### src/common/cod_params.svh
// Constant definitions for the configuration option decoder.
`ifndef COD_PARAMS_SVH
`define COD_PARAMS_SVH

// ==========================================================================
// Word geometry and reset values
`define COD_WORD_W 13
`define COD_NUM_WORDS 3
`define COD_W0_RSVD_MASK 13'h1c00
`define COD_W1_RSVD_MASK 13'h1800
`define COD_W2_RSVD_MASK 13'h0000
`define COD_W0_DEFAULT 13'h1fff
`define COD_W1_DEFAULT 13'h1fff
`define COD_W2_DEFAULT 13'h1fff

// ==========================================================================
// Field positions of option word 0
`define COD_W0_TYPE 9
`define COD_W0_PERIOD 8
`define COD_W0_WDTB 7
`define COD_W0_OSC_HI 6
`define COD_W0_OSC_LO 4
`define COD_W0_POWER 3
`define COD_W0_PROT_HI 2

// ==========================================================================
// Field positions of option word 1
`define COD_W1_CLK_OUT 10
`define COD_W1_PULSE 9
`define COD_W1_FILTER 8
`define COD_W1_WDT_PERIOD 7
`define COD_W1_BRANCH 6
`define COD_W1_TRIM_HI 5
`define COD_W1_TRIM_LO 2
`define COD_W1_FREQ_HI 1

// ==========================================================================
// Oscillator codes and derived values
`define COD_OSC_LOW_XTAL 3'h6
`define COD_OSC_HIGH_XTAL 3'h7
`define COD_OSC_INT_RC_HI 2'h1
`define COD_OSC_EXT_RC_HI 2'h0
`define COD_TRIM_AUTO 4'hf
`define COD_RC_KHZ_4M 14'h0fa0
`define COD_RC_KHZ_8M 14'h1f40
`define COD_RC_KHZ_1M 14'h03e8
`define COD_RC_KHZ_455K 14'h01c7
`define COD_PULSE_SHORT 6'h08
`define COD_PULSE_LONG 6'h20
`define COD_PERIODS_TWO 3'h2
`define COD_PERIODS_FOUR 3'h4
`define COD_PC_CYC_ONE 2'h1
`define COD_PC_CYC_TWO 2'h2

// ==========================================================================
// Timing
`define COD_CLK_MHZ 250
`define COD_WDT_LONG_MS 18
`define COD_WDT_SHORT_US 4500

`endif

### src/common/cod_pkg.sv
// Types shared by the configuration option decoder.
package cod_pkg;

	// ======================================================================
	// Loader states
	typedef enum logic [6:0] {
		COD_S_IDLE = 7'b0000001,
		COD_S_W0 = 7'b0000010,
		COD_S_W1 = 7'b0000100,
		COD_S_W2 = 7'b0001000,
		COD_S_W3 = 7'b0010000,
		COD_S_DEC = 7'b0100000,
		COD_S_DONE = 7'b1000000
	} cod_state_t;

	typedef logic [12:0] cod_word_t;

endpackage : cod_pkg

### src/verilog/cod_word_latch.sv
// One option word held in a register, with reserved bits forced high.
`timescale 1ns/1ns
`include "cod_params.svh"

module cod_word_latch #(
	parameter cod_pkg::cod_word_t RSVD_MASK = 13'h0000,
	parameter cod_pkg::cod_word_t RESET_VAL = 13'h1fff
) (
	// Clock and reset
	input wire logic clk,
	input wire logic nrst,
	// Load side
	input wire logic load,
	input wire cod_pkg::cod_word_t din,
	// Held word
	output cod_pkg::cod_word_t dout
);
	import cod_pkg::*;

	cod_word_t word_reg;
	cod_word_t word_next;

	always_comb begin
		word_next = word_reg;
		if (load) begin
			word_next = din | RSVD_MASK;
		end
	end

	always_ff @(posedge clk or negedge nrst) begin
		if (!nrst) begin
			word_reg <= RESET_VAL | RSVD_MASK;
		end else begin
			word_reg <= word_next;
		end
	end

	assign dout = word_reg;

endmodule : cod_word_latch

### src/verilog/cod_option_decoder.sv
// Loader and decoder of the one-time-programmable option words.
//
// Overview of operation
// - Two option words plus one ID word, 13 bits.
// - Word 0 bits 12..10 always read one.
// - Word 0 bit 8: two or four periods.
// - Word 0 bit 7 low enables watchdog.
// - Word 0 bits 6..4 select oscillator source.
// - RC modes: oscillator bit 0 picks pin use.
// - Crystal modes dedicate both oscillator pins.
// - Internal RC frees port 5 bit 5 pin.
// - Word 0 bit 3 selects power level.
// - Zero protect bits enable read-out protection.
// - Word 1 bits 12..11 always read one.
// - RC modes with oscillator bit 0 set: bit 10 open drain or clock.
// - Word 1 bit 9: 8 or 32 pulse.
// - Word 1 bit 8 enables glitch filter.
// - Filter bypassed in low crystal or sleep.
// - Word 1 bit 7: 18 or 4.5 ms.
// - Word 1 bit 6: one or two cycles.
// - Word 1 bits 1..0 pick RC frequency.
// - Word 2 is a customer ID field.
// - Program counter writes take selected cycles.
// - Word 0 bit 9 selects package variant.
`timescale 1ns/1ns
`include "cod_params.svh"

module cod_option_decoder #(
	parameter int unsigned WDT_LONG_CYC = `COD_WDT_LONG_MS * 1000 * `COD_CLK_MHZ,
	parameter int unsigned WDT_SHORT_CYC = `COD_WDT_SHORT_US * `COD_CLK_MHZ
) (
	// Clock and reset
	input wire logic clk,
	input wire logic nrst,
	// Option storage read port
	output logic [1:0] otp_addr,
	output logic otp_rd,
	input wire cod_pkg::cod_word_t otp_data,
	// Core status
	input wire logic sleep_mode,
	// Loader status and word read-back
	output logic config_done,
	output cod_pkg::cod_word_t word0_out,
	output cod_pkg::cod_word_t word1_out,
	output cod_pkg::cod_word_t customer_code,
	// Word 0 settings
	output logic package_20pin,
	output logic [2:0] instr_osc_periods,
	output logic watchdog_enable,
	output logic external_rc_mode,
	output logic internal_rc_mode,
	output logic low_freq_crystal_mode,
	output logic high_freq_crystal_mode,
	output logic port7_bit0_gpio,
	output logic port5_bit5_gpio,
	output logic osc_pins_dedicated,
	output logic power_level_sel,
	output logic code_protect,
	// Word 1 settings
	output logic osc_out_open_drain,
	output logic osc_out_instr_clk,
	output logic [5:0] filter_pulse_len,
	output logic glitch_filter_active,
	output logic [22:0] wdt_timeout_cycles,
	output logic [1:0] pc_write_cycles,
	output logic rc_trim_auto,
	output logic [13:0] rc_freq_khz
);
	import cod_pkg::*;

	// ======================================================================
	// Decode helpers
	function automatic logic osc_is_rc(input logic [2:0] osc);
		osc_is_rc = (osc[2:1] == `COD_OSC_EXT_RC_HI) || (osc[2:1] == `COD_OSC_INT_RC_HI);
	endfunction : osc_is_rc

	function automatic logic osc_is_high_xtal(input logic [2:0] osc);
		// Codes 100 and 101 have no defined mode, so they fall back to the default.
		osc_is_high_xtal = osc[2] && (osc != `COD_OSC_LOW_XTAL);
	endfunction : osc_is_high_xtal

	// ======================================================================
	// Loader sequence
	cod_state_t state_reg;
	cod_state_t state_next;
	logic [1:0] otp_addr_reg;
	logic [1:0] otp_addr_next;
	logic otp_rd_reg;
	logic otp_rd_next;
	logic done_reg;
	logic done_next;
	logic [2:0] load_word;

	// The storage answers one cycle after a read request, so each word is
	// captured one state after its address was presented.
	always_comb begin
		state_next = state_reg;
		otp_addr_next = otp_addr_reg;
		otp_rd_next = 1'b0;
		done_next = done_reg;
		case (state_reg)
			COD_S_IDLE: begin
				state_next = COD_S_W0;
				otp_rd_next = 1'b1;
				otp_addr_next = 2'h0;
			end
			COD_S_W0: begin
				state_next = COD_S_W1;
				otp_rd_next = 1'b1;
				otp_addr_next = 2'h1;
			end
			COD_S_W1: begin
				state_next = COD_S_W2;
				otp_rd_next = 1'b1;
				otp_addr_next = 2'h2;
			end
			COD_S_W2: begin
				state_next = COD_S_W3;
			end
			COD_S_W3: begin
				state_next = COD_S_DEC;
			end
			COD_S_DEC: begin
				state_next = COD_S_DONE;
				done_next = 1'b1;
			end
			COD_S_DONE: begin
				// Settings stay frozen until the next reset.
				state_next = COD_S_DONE;
			end
			default: begin
				state_next = COD_S_IDLE;
				done_next = 1'b0;
			end
		endcase
	end

	always_ff @(posedge clk or negedge nrst) begin
		if (!nrst) begin
			state_reg <= COD_S_IDLE;
			otp_addr_reg <= 2'h0;
			otp_rd_reg <= 1'b0;
			done_reg <= 1'b0;
		end else begin
			state_reg <= state_next;
			otp_addr_reg <= otp_addr_next;
			otp_rd_reg <= otp_rd_next;
			done_reg <= done_next;
		end
	end

	assign load_word = {state_reg == COD_S_W3, state_reg == COD_S_W2, state_reg == COD_S_W1};

	// ======================================================================
	// Word storage, kept apart from program memory
	localparam cod_word_t RSVD [3] = '{`COD_W0_RSVD_MASK, `COD_W1_RSVD_MASK, `COD_W2_RSVD_MASK};
	localparam cod_word_t RSTV [3] = '{`COD_W0_DEFAULT, `COD_W1_DEFAULT, `COD_W2_DEFAULT};
	cod_word_t words [3];

	for (genvar gi = 0; gi < `COD_NUM_WORDS; gi++) begin : g_word
		cod_word_latch #(
			.RSVD_MASK(RSVD[gi]),
			.RESET_VAL(RSTV[gi])
		) u_word (
			.clk(clk),
			.nrst(nrst),
			.load(load_word[gi]),
			.din(otp_data),
			.dout(words[gi])
		);
	end

	// ======================================================================
	// Decoded settings
	logic [2:0] osc;
	logic is_rc;
	logic is_low_xtal;
	logic is_high_xtal;
	logic [35:0] dec_next;
	logic [35:0] dec_reg;
	logic filt_next;
	logic filt_reg;
	logic [22:0] wdt_next;
	logic [22:0] wdt_reg;
	logic [13:0] freq_next;
	logic [13:0] freq_reg;

	assign osc = words[0][`COD_W0_OSC_HI:`COD_W0_OSC_LO];
	assign is_rc = osc_is_rc(osc);
	assign is_high_xtal = osc_is_high_xtal(osc);
	assign is_low_xtal = (osc == `COD_OSC_LOW_XTAL);

	always_comb begin
		dec_next = dec_reg;
		wdt_next = wdt_reg;
		freq_next = freq_reg;
		if (state_reg == COD_S_DEC) begin
			dec_next[0] = ~words[0][`COD_W0_TYPE];
			dec_next[3:1] = words[0][`COD_W0_PERIOD] ? `COD_PERIODS_FOUR : `COD_PERIODS_TWO;
			dec_next[4] = ~words[0][`COD_W0_WDTB];
			dec_next[5] = (osc[2:1] == `COD_OSC_EXT_RC_HI);
			dec_next[6] = (osc[2:1] == `COD_OSC_INT_RC_HI);
			dec_next[7] = is_low_xtal;
			dec_next[8] = is_high_xtal;
			dec_next[9] = is_rc && !osc[0];
			dec_next[10] = (osc[2:1] == `COD_OSC_INT_RC_HI);
			dec_next[11] = !is_rc;
			dec_next[12] = words[0][`COD_W0_POWER];
			dec_next[13] = ~&words[0][`COD_W0_PROT_HI:0];
			dec_next[14] = is_rc && osc[0] && !words[1][`COD_W1_CLK_OUT];
			dec_next[15] = is_rc && osc[0] && words[1][`COD_W1_CLK_OUT];
			dec_next[21:16] = words[1][`COD_W1_PULSE] ? `COD_PULSE_LONG : `COD_PULSE_SHORT;
			dec_next[23:22] = words[1][`COD_W1_BRANCH] ? `COD_PC_CYC_TWO : `COD_PC_CYC_ONE;
			// A trim other than all ones is a programming fault and is only reported.
			dec_next[24] = (words[1][`COD_W1_TRIM_HI:`COD_W1_TRIM_LO] == `COD_TRIM_AUTO);
			dec_next[25] = words[1][`COD_W1_FILTER];
			dec_next[35:26] = 10'h000;
			wdt_next = words[1][`COD_W1_WDT_PERIOD] ? 23'(WDT_LONG_CYC) : 23'(WDT_SHORT_CYC);
			case (words[1][`COD_W1_FREQ_HI:0])
				2'h3: freq_next = `COD_RC_KHZ_4M;
				2'h2: freq_next = `COD_RC_KHZ_8M;
				2'h1: freq_next = `COD_RC_KHZ_1M;
				default: freq_next = `COD_RC_KHZ_455K;
			endcase
		end
	end

	// Sleep can change at any time, so the filter gate is refreshed every cycle.
	always_comb begin
		filt_next = done_reg && dec_reg[25] && !dec_reg[7] && !sleep_mode;
	end

	always_ff @(posedge clk or negedge nrst) begin
		if (!nrst) begin
			dec_reg <= 36'h000000000;
			wdt_reg <= 23'h000000;
			freq_reg <= 14'h0000;
			filt_reg <= 1'b0;
		end else begin
			dec_reg <= dec_next;
			wdt_reg <= wdt_next;
			freq_reg <= freq_next;
			filt_reg <= filt_next;
		end
	end

	// ======================================================================
	// Outputs, all straight from flip-flops
	assign otp_addr = otp_addr_reg;
	assign otp_rd = otp_rd_reg;
	assign config_done = done_reg;
	assign word0_out = words[0];
	assign word1_out = words[1];
	assign customer_code = words[2];
	assign package_20pin = dec_reg[0];
	assign instr_osc_periods = dec_reg[3:1];
	assign watchdog_enable = dec_reg[4];
	assign external_rc_mode = dec_reg[5];
	assign internal_rc_mode = dec_reg[6];
	assign low_freq_crystal_mode = dec_reg[7];
	assign high_freq_crystal_mode = dec_reg[8];
	assign port7_bit0_gpio = dec_reg[9];
	assign port5_bit5_gpio = dec_reg[10];
	assign osc_pins_dedicated = dec_reg[11];
	assign power_level_sel = dec_reg[12];
	assign code_protect = dec_reg[13];
	assign osc_out_open_drain = dec_reg[14];
	assign osc_out_instr_clk = dec_reg[15];
	assign filter_pulse_len = dec_reg[21:16];
	assign pc_write_cycles = dec_reg[23:22];
	assign rc_trim_auto = dec_reg[24];
	assign glitch_filter_active = filt_reg;
	assign wdt_timeout_cycles = wdt_reg;
	assign rc_freq_khz = freq_reg;
endmodule : cod_option_decoder

### config.mk
export PLATFORM = sky130hd
export DESIGN_NAME = cod_option_decoder
export DESIGN_NICKNAME = d
export VERILOG_FILES = /design/src/common/cod_pkg.sv /design/src/verilog/cod_word_latch.sv /design/src/verilog/cod_option_decoder.sv
export VERILOG_INCLUDE_DIRS = /design/src /design/src/common
export SDC_FILE = /design/constraint.sdc
export NUM_CORES = 1
export LEC_CHECK = 0
export ABC_CLOCK_PERIOD_IN_PS = 2000
export BUFFER_PORTS_ARGS = -buffer_cell sky130_fd_sc_hd__buf_4
export CORE_ASPECT_RATIO = 0.8
export CORE_MARGIN = 1.5
export CORE_UTILIZATION = 50
export DETAILED_ROUTE_END_ITERATION = 12
export PLACE_DENSITY = 0.8
export SETUP_SLACK_MARGIN = 0.2
export SYNTH_ARGS = -nofsm -noshare
export SYNTH_HDL_FRONTEND = slang
export SYNTH_SLANG_ARGS = --single-unit
### constraint.sdc
create_clock -name clk -period 2 [get_ports clk]
set_input_delay 0.3 -clock clk [delete_from_list [all_inputs] [get_ports clk]]
set_output_delay 0.3 -clock clk [all_outputs]
set_load 0.03 [all_outputs]
* After elaboration in Yosys (flattened, before gate mapping) *
Index checks and enable logic that the tools add are counted.

storage, ports and cells
  output and inout bits = 106
  flip-flop bits (word level) = 109
  word-level logic and storage cells = 57
  input port bits = 16

operators by class
  bitwise gates (word level) = 2
  reductions and logical operators = 21
  eq/ne operators = 14
  mux-type cells = 9

operator list
  cell                count
  $pmux 7 s6          1
  $pmux 13 s3         1
  $mux 23             1
  $logic_and 1x1->1   8
  $eq 7x1->1 const B  1
  $eq 7x2->1 const B  1
  $eq 7x3->1 const B  1
  $eq 7x4->1 const B  1
  $eq 7x5->1 const B  1
  $eq 7x6->1 const B  1
  $eq 7x7->1 const B  1
  $logic_not 1->1     6
  $mux 6              1
  $pmux 2 s3          1
  $reduce_or 6->1     1
  $eq 2x1->1 const B  2
  $eq 2x2->1 const B  2
  $eq 4x4->1 const B  1
  $eq 3x3->1 const B  1
  $mux 3              1
  $ne 3x3->1 const B  1
  $reduce_and 3->1    1
  $reduce_bool 3->1   1
  $reduce_or 3->1     1
  7 further kinds     8

* Logic depth before layout (Yosys ltp) *
  depth in word-level cells = 4
  gate-level depth with buffers = 7

* By module *
From an unflattened synthesis, not the netlist that was laid out.

second synthesis, totals
  cells, all modules = 284
  area total of the unflattened synthesis = 3473.3 sq um

modules (own cells, without submodules)
  module                              times used  cells each  area an instance (sq um)
  cod_option_decoder                  1           206         2005.7
  cod_word_latch at g_word[2].u_word  1           27          536.8
  cod_word_latch at g_word[1].u_word  1           26          480.5
  cod_word_latch at g_word[0].u_word  1           25          450.4

* Worst setup path before layout *
OpenSTA, ideal clock, no wires.

  path type = register to register
  start point = reg state_reg[2]
  end point = reg g_word[1].u_word.word_reg[1]
  setup slack = 308 ps
  data arrival time = 1610 ps
  clock period less this slack = 1692 ps
  setup time = 82 ps
  required time = 1918 ps
  buffers on the path = 2
  cell stages (with the launch flop) = 6
  cell sequence = dfrtp_1 -> buf_6 -> or4b_1 -> nand2b_4 -> buf_6 -> mux2_4

between the ends
  longest elaborated chain between the ends = 1

ends and longest elaborated chain
  what                    line                       RTL
  start, declared         cod_option_decoder.sv:84   cod_state_t state_reg;
  start signal, assigned  cod_option_decoder.sv:145  state_reg <= state_next;
  $eq 7x4->1              cod_option_decoder.sv:152  assign load_word = {state_reg == COD_S_W3, state_reg == COD_S_W2, state_reg == COD_S_W1};
  end signal, assigned    cod_word_latch.sv:32       word_reg <= RESET_VAL | RSVD_MASK;
  end signal, assigned    cod_word_latch.sv:34       word_reg <= word_next;
  end, declared           cod_word_latch.sv:20       cod_word_t word_reg;

No other way between the ends.
A chain may end at the register's enable or synchronous reset.

* Worst setup path after layout *
  start point = reg state_reg[2]
  end point = reg g_word[1].u_word.word_reg[6]

The elaborated chain is that of the path after synthesis.

==> flow_summary.yaml <==
run:
  drv_cap: 0
power_and_ir_drop:
  p_leak_nw: 2.132
  irDropWorstVdd_mv: 0.4581
  p_per_area_nw_per_um2: 795.4
placement:
  portBuffers: 97
  gp_congestion: 0.7893
  pre_cts_ws_ns: 0.2577
  detailed_place_hpwl_um: 4647
detailed_routing:
  drc_errors: 0
  drt_pass1_iterations: 4
  wl_met3_um: 486
  num_vias: 2264
  wl_met1_um: 2999
  via_per_inst: 4.890
  top_layer: "met4"
  drt-initial-drc-count: 80
  postRouteAntennaNets: 0
  routed_wl_um: 6781
  wl_per_cell_um: 14.65
  met2_length_um: 3252
synthesis:
  ys_warn_count: 0
  yosysTopAreaCell: "dfrtp_1"
  ys_seq_area_share_pct: 56.13
  synthTopCellsByArea: "dfrtp_1, dfstp_2, buf_4"
  synth_edf_count: 0
  synth-async-reset-ratio_pct: 100.0
  synth_cells: 294
  synth-seq-cells: 77
  netlist.area_leader.share_pct: 29.94
  yosysUniqueCellTypes: 42
  synthFlopType: "dfrtp_1"
  synth_area_per_cell_um2: 11.94
  syn_area_um2: 3511
timing:
  drv_slew: 0
  min_period_ns: 1.715
  setup_ws_ns: 0.2847
  hold_violations: 0
  fmax_mhz: 583.0
  max-slew-margin-rel_pct: 65.45
  setup_viol: 0
  finalClockSkew_ns: 0.009827
  period_share_pct: 85.76
  tightest_slew_ns: 0.5118
  rsz0062_at_grt: "no"
  fin_tns_setup_ns: 0
worst_setup_path:
  critPathKind: "reg2reg"
  cp.arrival_ns: 1.98
  cp-start-kind: "register"
  critical-path-max-stage-delay_ns: 0.56
  r2r_setup_slack_ns: 0.28
  reg2reg_to: "g_word[1].u_word.dout[6]"
  cp_slowest_cell: "or4b_1"
  path_max_fanout: 12
  worstRegToRegCells: 3
  endpoint_kind: "register"
  rr_startpoint: "state_reg[2]"
  crit_chain: "or4b_1, nand2b_4, mux2_4"
  required_ns: 2.27
min_path:
  hold_path.startpoint: "sleep_mode"
  holdCritPathClass: "in2reg"
  hold_end: "glitch_filter_active"
  hold_path_depth: 2
floorplan:
  coreArea_um2: 6824
  ioPinCount: 122
  start_util_pct: 51.45
  die_w_um: 96.69
  die-area_um2: 7537
  die_h_um: 77.95
  fp-row-count: 27
clocking:
  clock_path_buffers: 2
  cts_num_sinks: 77
  cts_tree: "done"
  cts_buffers: 9
  cts.clk_slew.worst_paths_ns: 0.07
  htree_levels: 3
  clk_latency_ns: 0.34
  cts.root.buffer_cell: "clkbuf_8"
cells_and_area:
  insertedDiodeCount: 0
  n_fill_cell: 554
  multi_input_area_um2: 1180
  drive_gt1_share_pct: 51.06
  syn_to_final_growth_pct: 22.02
  seq_area_um2: 1972
  largest_reg_flops: 34
  fin_nets: 387
  post-route-util_pct: 62.78
global_route:
  grt_max_degree: 78
  antenna_found_initial: 0
  overflow: 0
  grt_pass1_vias: 2146
  grtUsageTotal_pct: 18.52
  grt_pass1_wl_um: 10850
outcome:
  status: "completed"
-- worst max-delay path, delay by kind of cell, from the launching register on --
kind,cells,cell delay (ns)
mux,1,0.34
simple gates,2,0.83
flops,1,0.47
-- final cells by class --
class | count | area share, %
repair buffers | 102 | 18.52
clock inverters | 3 | 0.9638
inverters | 5 | 0.4381
clock buffers | 13 | 3.972
well taps | 87 | 2.541
flip-flops and latches | 77 | 46.03
multi-input cells | 176 | 27.54
-- per-layer routing --
| metal | vias up | global-route usage, % |
|---|---|---|
| met5 | - | 0 |
| met4 | 0 | 7.536 |
| met3 | 2 | 6.306 |
| met2 | 93 | 29.44 |
| met1 | 1096 | 23.35 |
| li1 | 1073 | - |
-- cells in the mapped netlist (2+ instances only) --
cell type and number:
a21oi_1 5, and3_1 3, buf_2 2, buf_4 44, buf_6 5, clkbuf_1 6
conb_1 2, dfrtp_1 42, dfstp_2 35, inv_1 5, mux2_2 23, mux2_4 11
nand2_1 46, nand2b_1 3, nand2b_4 2, nand3_1 3, nand4_1 2, nand4b_1 3
nor2_1 14, nor3_1 3, o21ai_0 11, o31ai_1 3, or4b_1 2
-- layout by cell type (no fill, tap or decap), drive strengths merged, types with 2 or more instances in the layout --
cell type | Yosys | routed
o21ai | 11 | 11
and3 | 3 | 3
nor2 | 14 | 14
o31ai | 3 | 3
dfrtp | 42 | 42
nand2b | 5 | 5
nand4b | 3 | 3
buf | 51 | 101
dfstp | 35 | 35
or4b | 2 | 2
a21oi | 5 | 5
clkbuf | 7 | 13
nand4 | 2 | 2
conb | 2 | 24
nand3 | 4 | 4
inv | 5 | 6
nor4 | 2 | 2
nor3 | 4 | 4
mux2 | 34 | 34
nand2 | 46 | 46
-- cells by family (layout without fill, tap and decap cells) --
kind of cell | after synthesis | in the layout | synth area share (%)
multiplexers | 34 | 34 | 12.08
flip-flops | 77 | 77 | 56.13
XOR/XNOR | 2 | 2 | 0.4990
buffers and inverters | 63 | 123 | 12.62
AO/OA/AOI/OAI | 28 | 28 | 5.204
AND/OR/NAND/NOR | 88 | 88 | 13.26
other | 2 | 24 | 0.2139
-- how the worst max path moves through the flow --
stage | startpoint | to | slack (ns) | cells after the start
2_1_floorplan | state_reg[2] | g_word[1].u_word.dout[1] | 0.31 | 5
3_3_place_gp | state_reg[2] | g_word[1].u_word.dout[5] | 0.31 | 3
3_5_place_dp | state_reg[2] | g_word[1].u_word.dout[6] | 0.26 | 3
4_1_cts | state_reg[2] | g_word[1].u_word.dout[6] | 0.24 | 3
5_1_grt | state_reg[2] | g_word[1].u_word.dout[6] | 0.22 | 3
6_report | state_reg[2] | g_word[1].u_word.dout[6] | 0.28 | 3
-- power breakdown --
group	switching, mW	total, mW	internal (mW)	leakage [nW]
Sequential	0.0557	1.71	1.65	0.871
Clock	0.542	1.23	0.687	0.109
Combinational	0.308	0.472	0.164	1.15
Total	0.905	3.41	2.50	2.13
-- repair_timing --
action | CTS | global route
hold buffers | 1 | 0
resized for setup | 0 | 1
hold endpoints to repair | 42 | 0
setup buffers | 0 | 0
setup endpoints to repair | 0 | 23
-- per-stage QoR --
step / hold slack, ns / power (mW) / cells / instance area (um^2)
2_1_floorplan: 0.004409 / 2.063 / 316 / 3593
3_3_place_gp: 0.3462 / 2.201 / 446 / 4061
3_5_place_dp: 0.3519 / 2.211 / 446 / 4061
4_1_cts: 0.08746 / 3.456 / 463 / 4283
5_1_grt: 0.09925 / 3.536 / 463 / 4284
6_report: 0.1102 / 3.408 / 463 / 4284
Note: power is estimated with default switching activity, not from simulation.
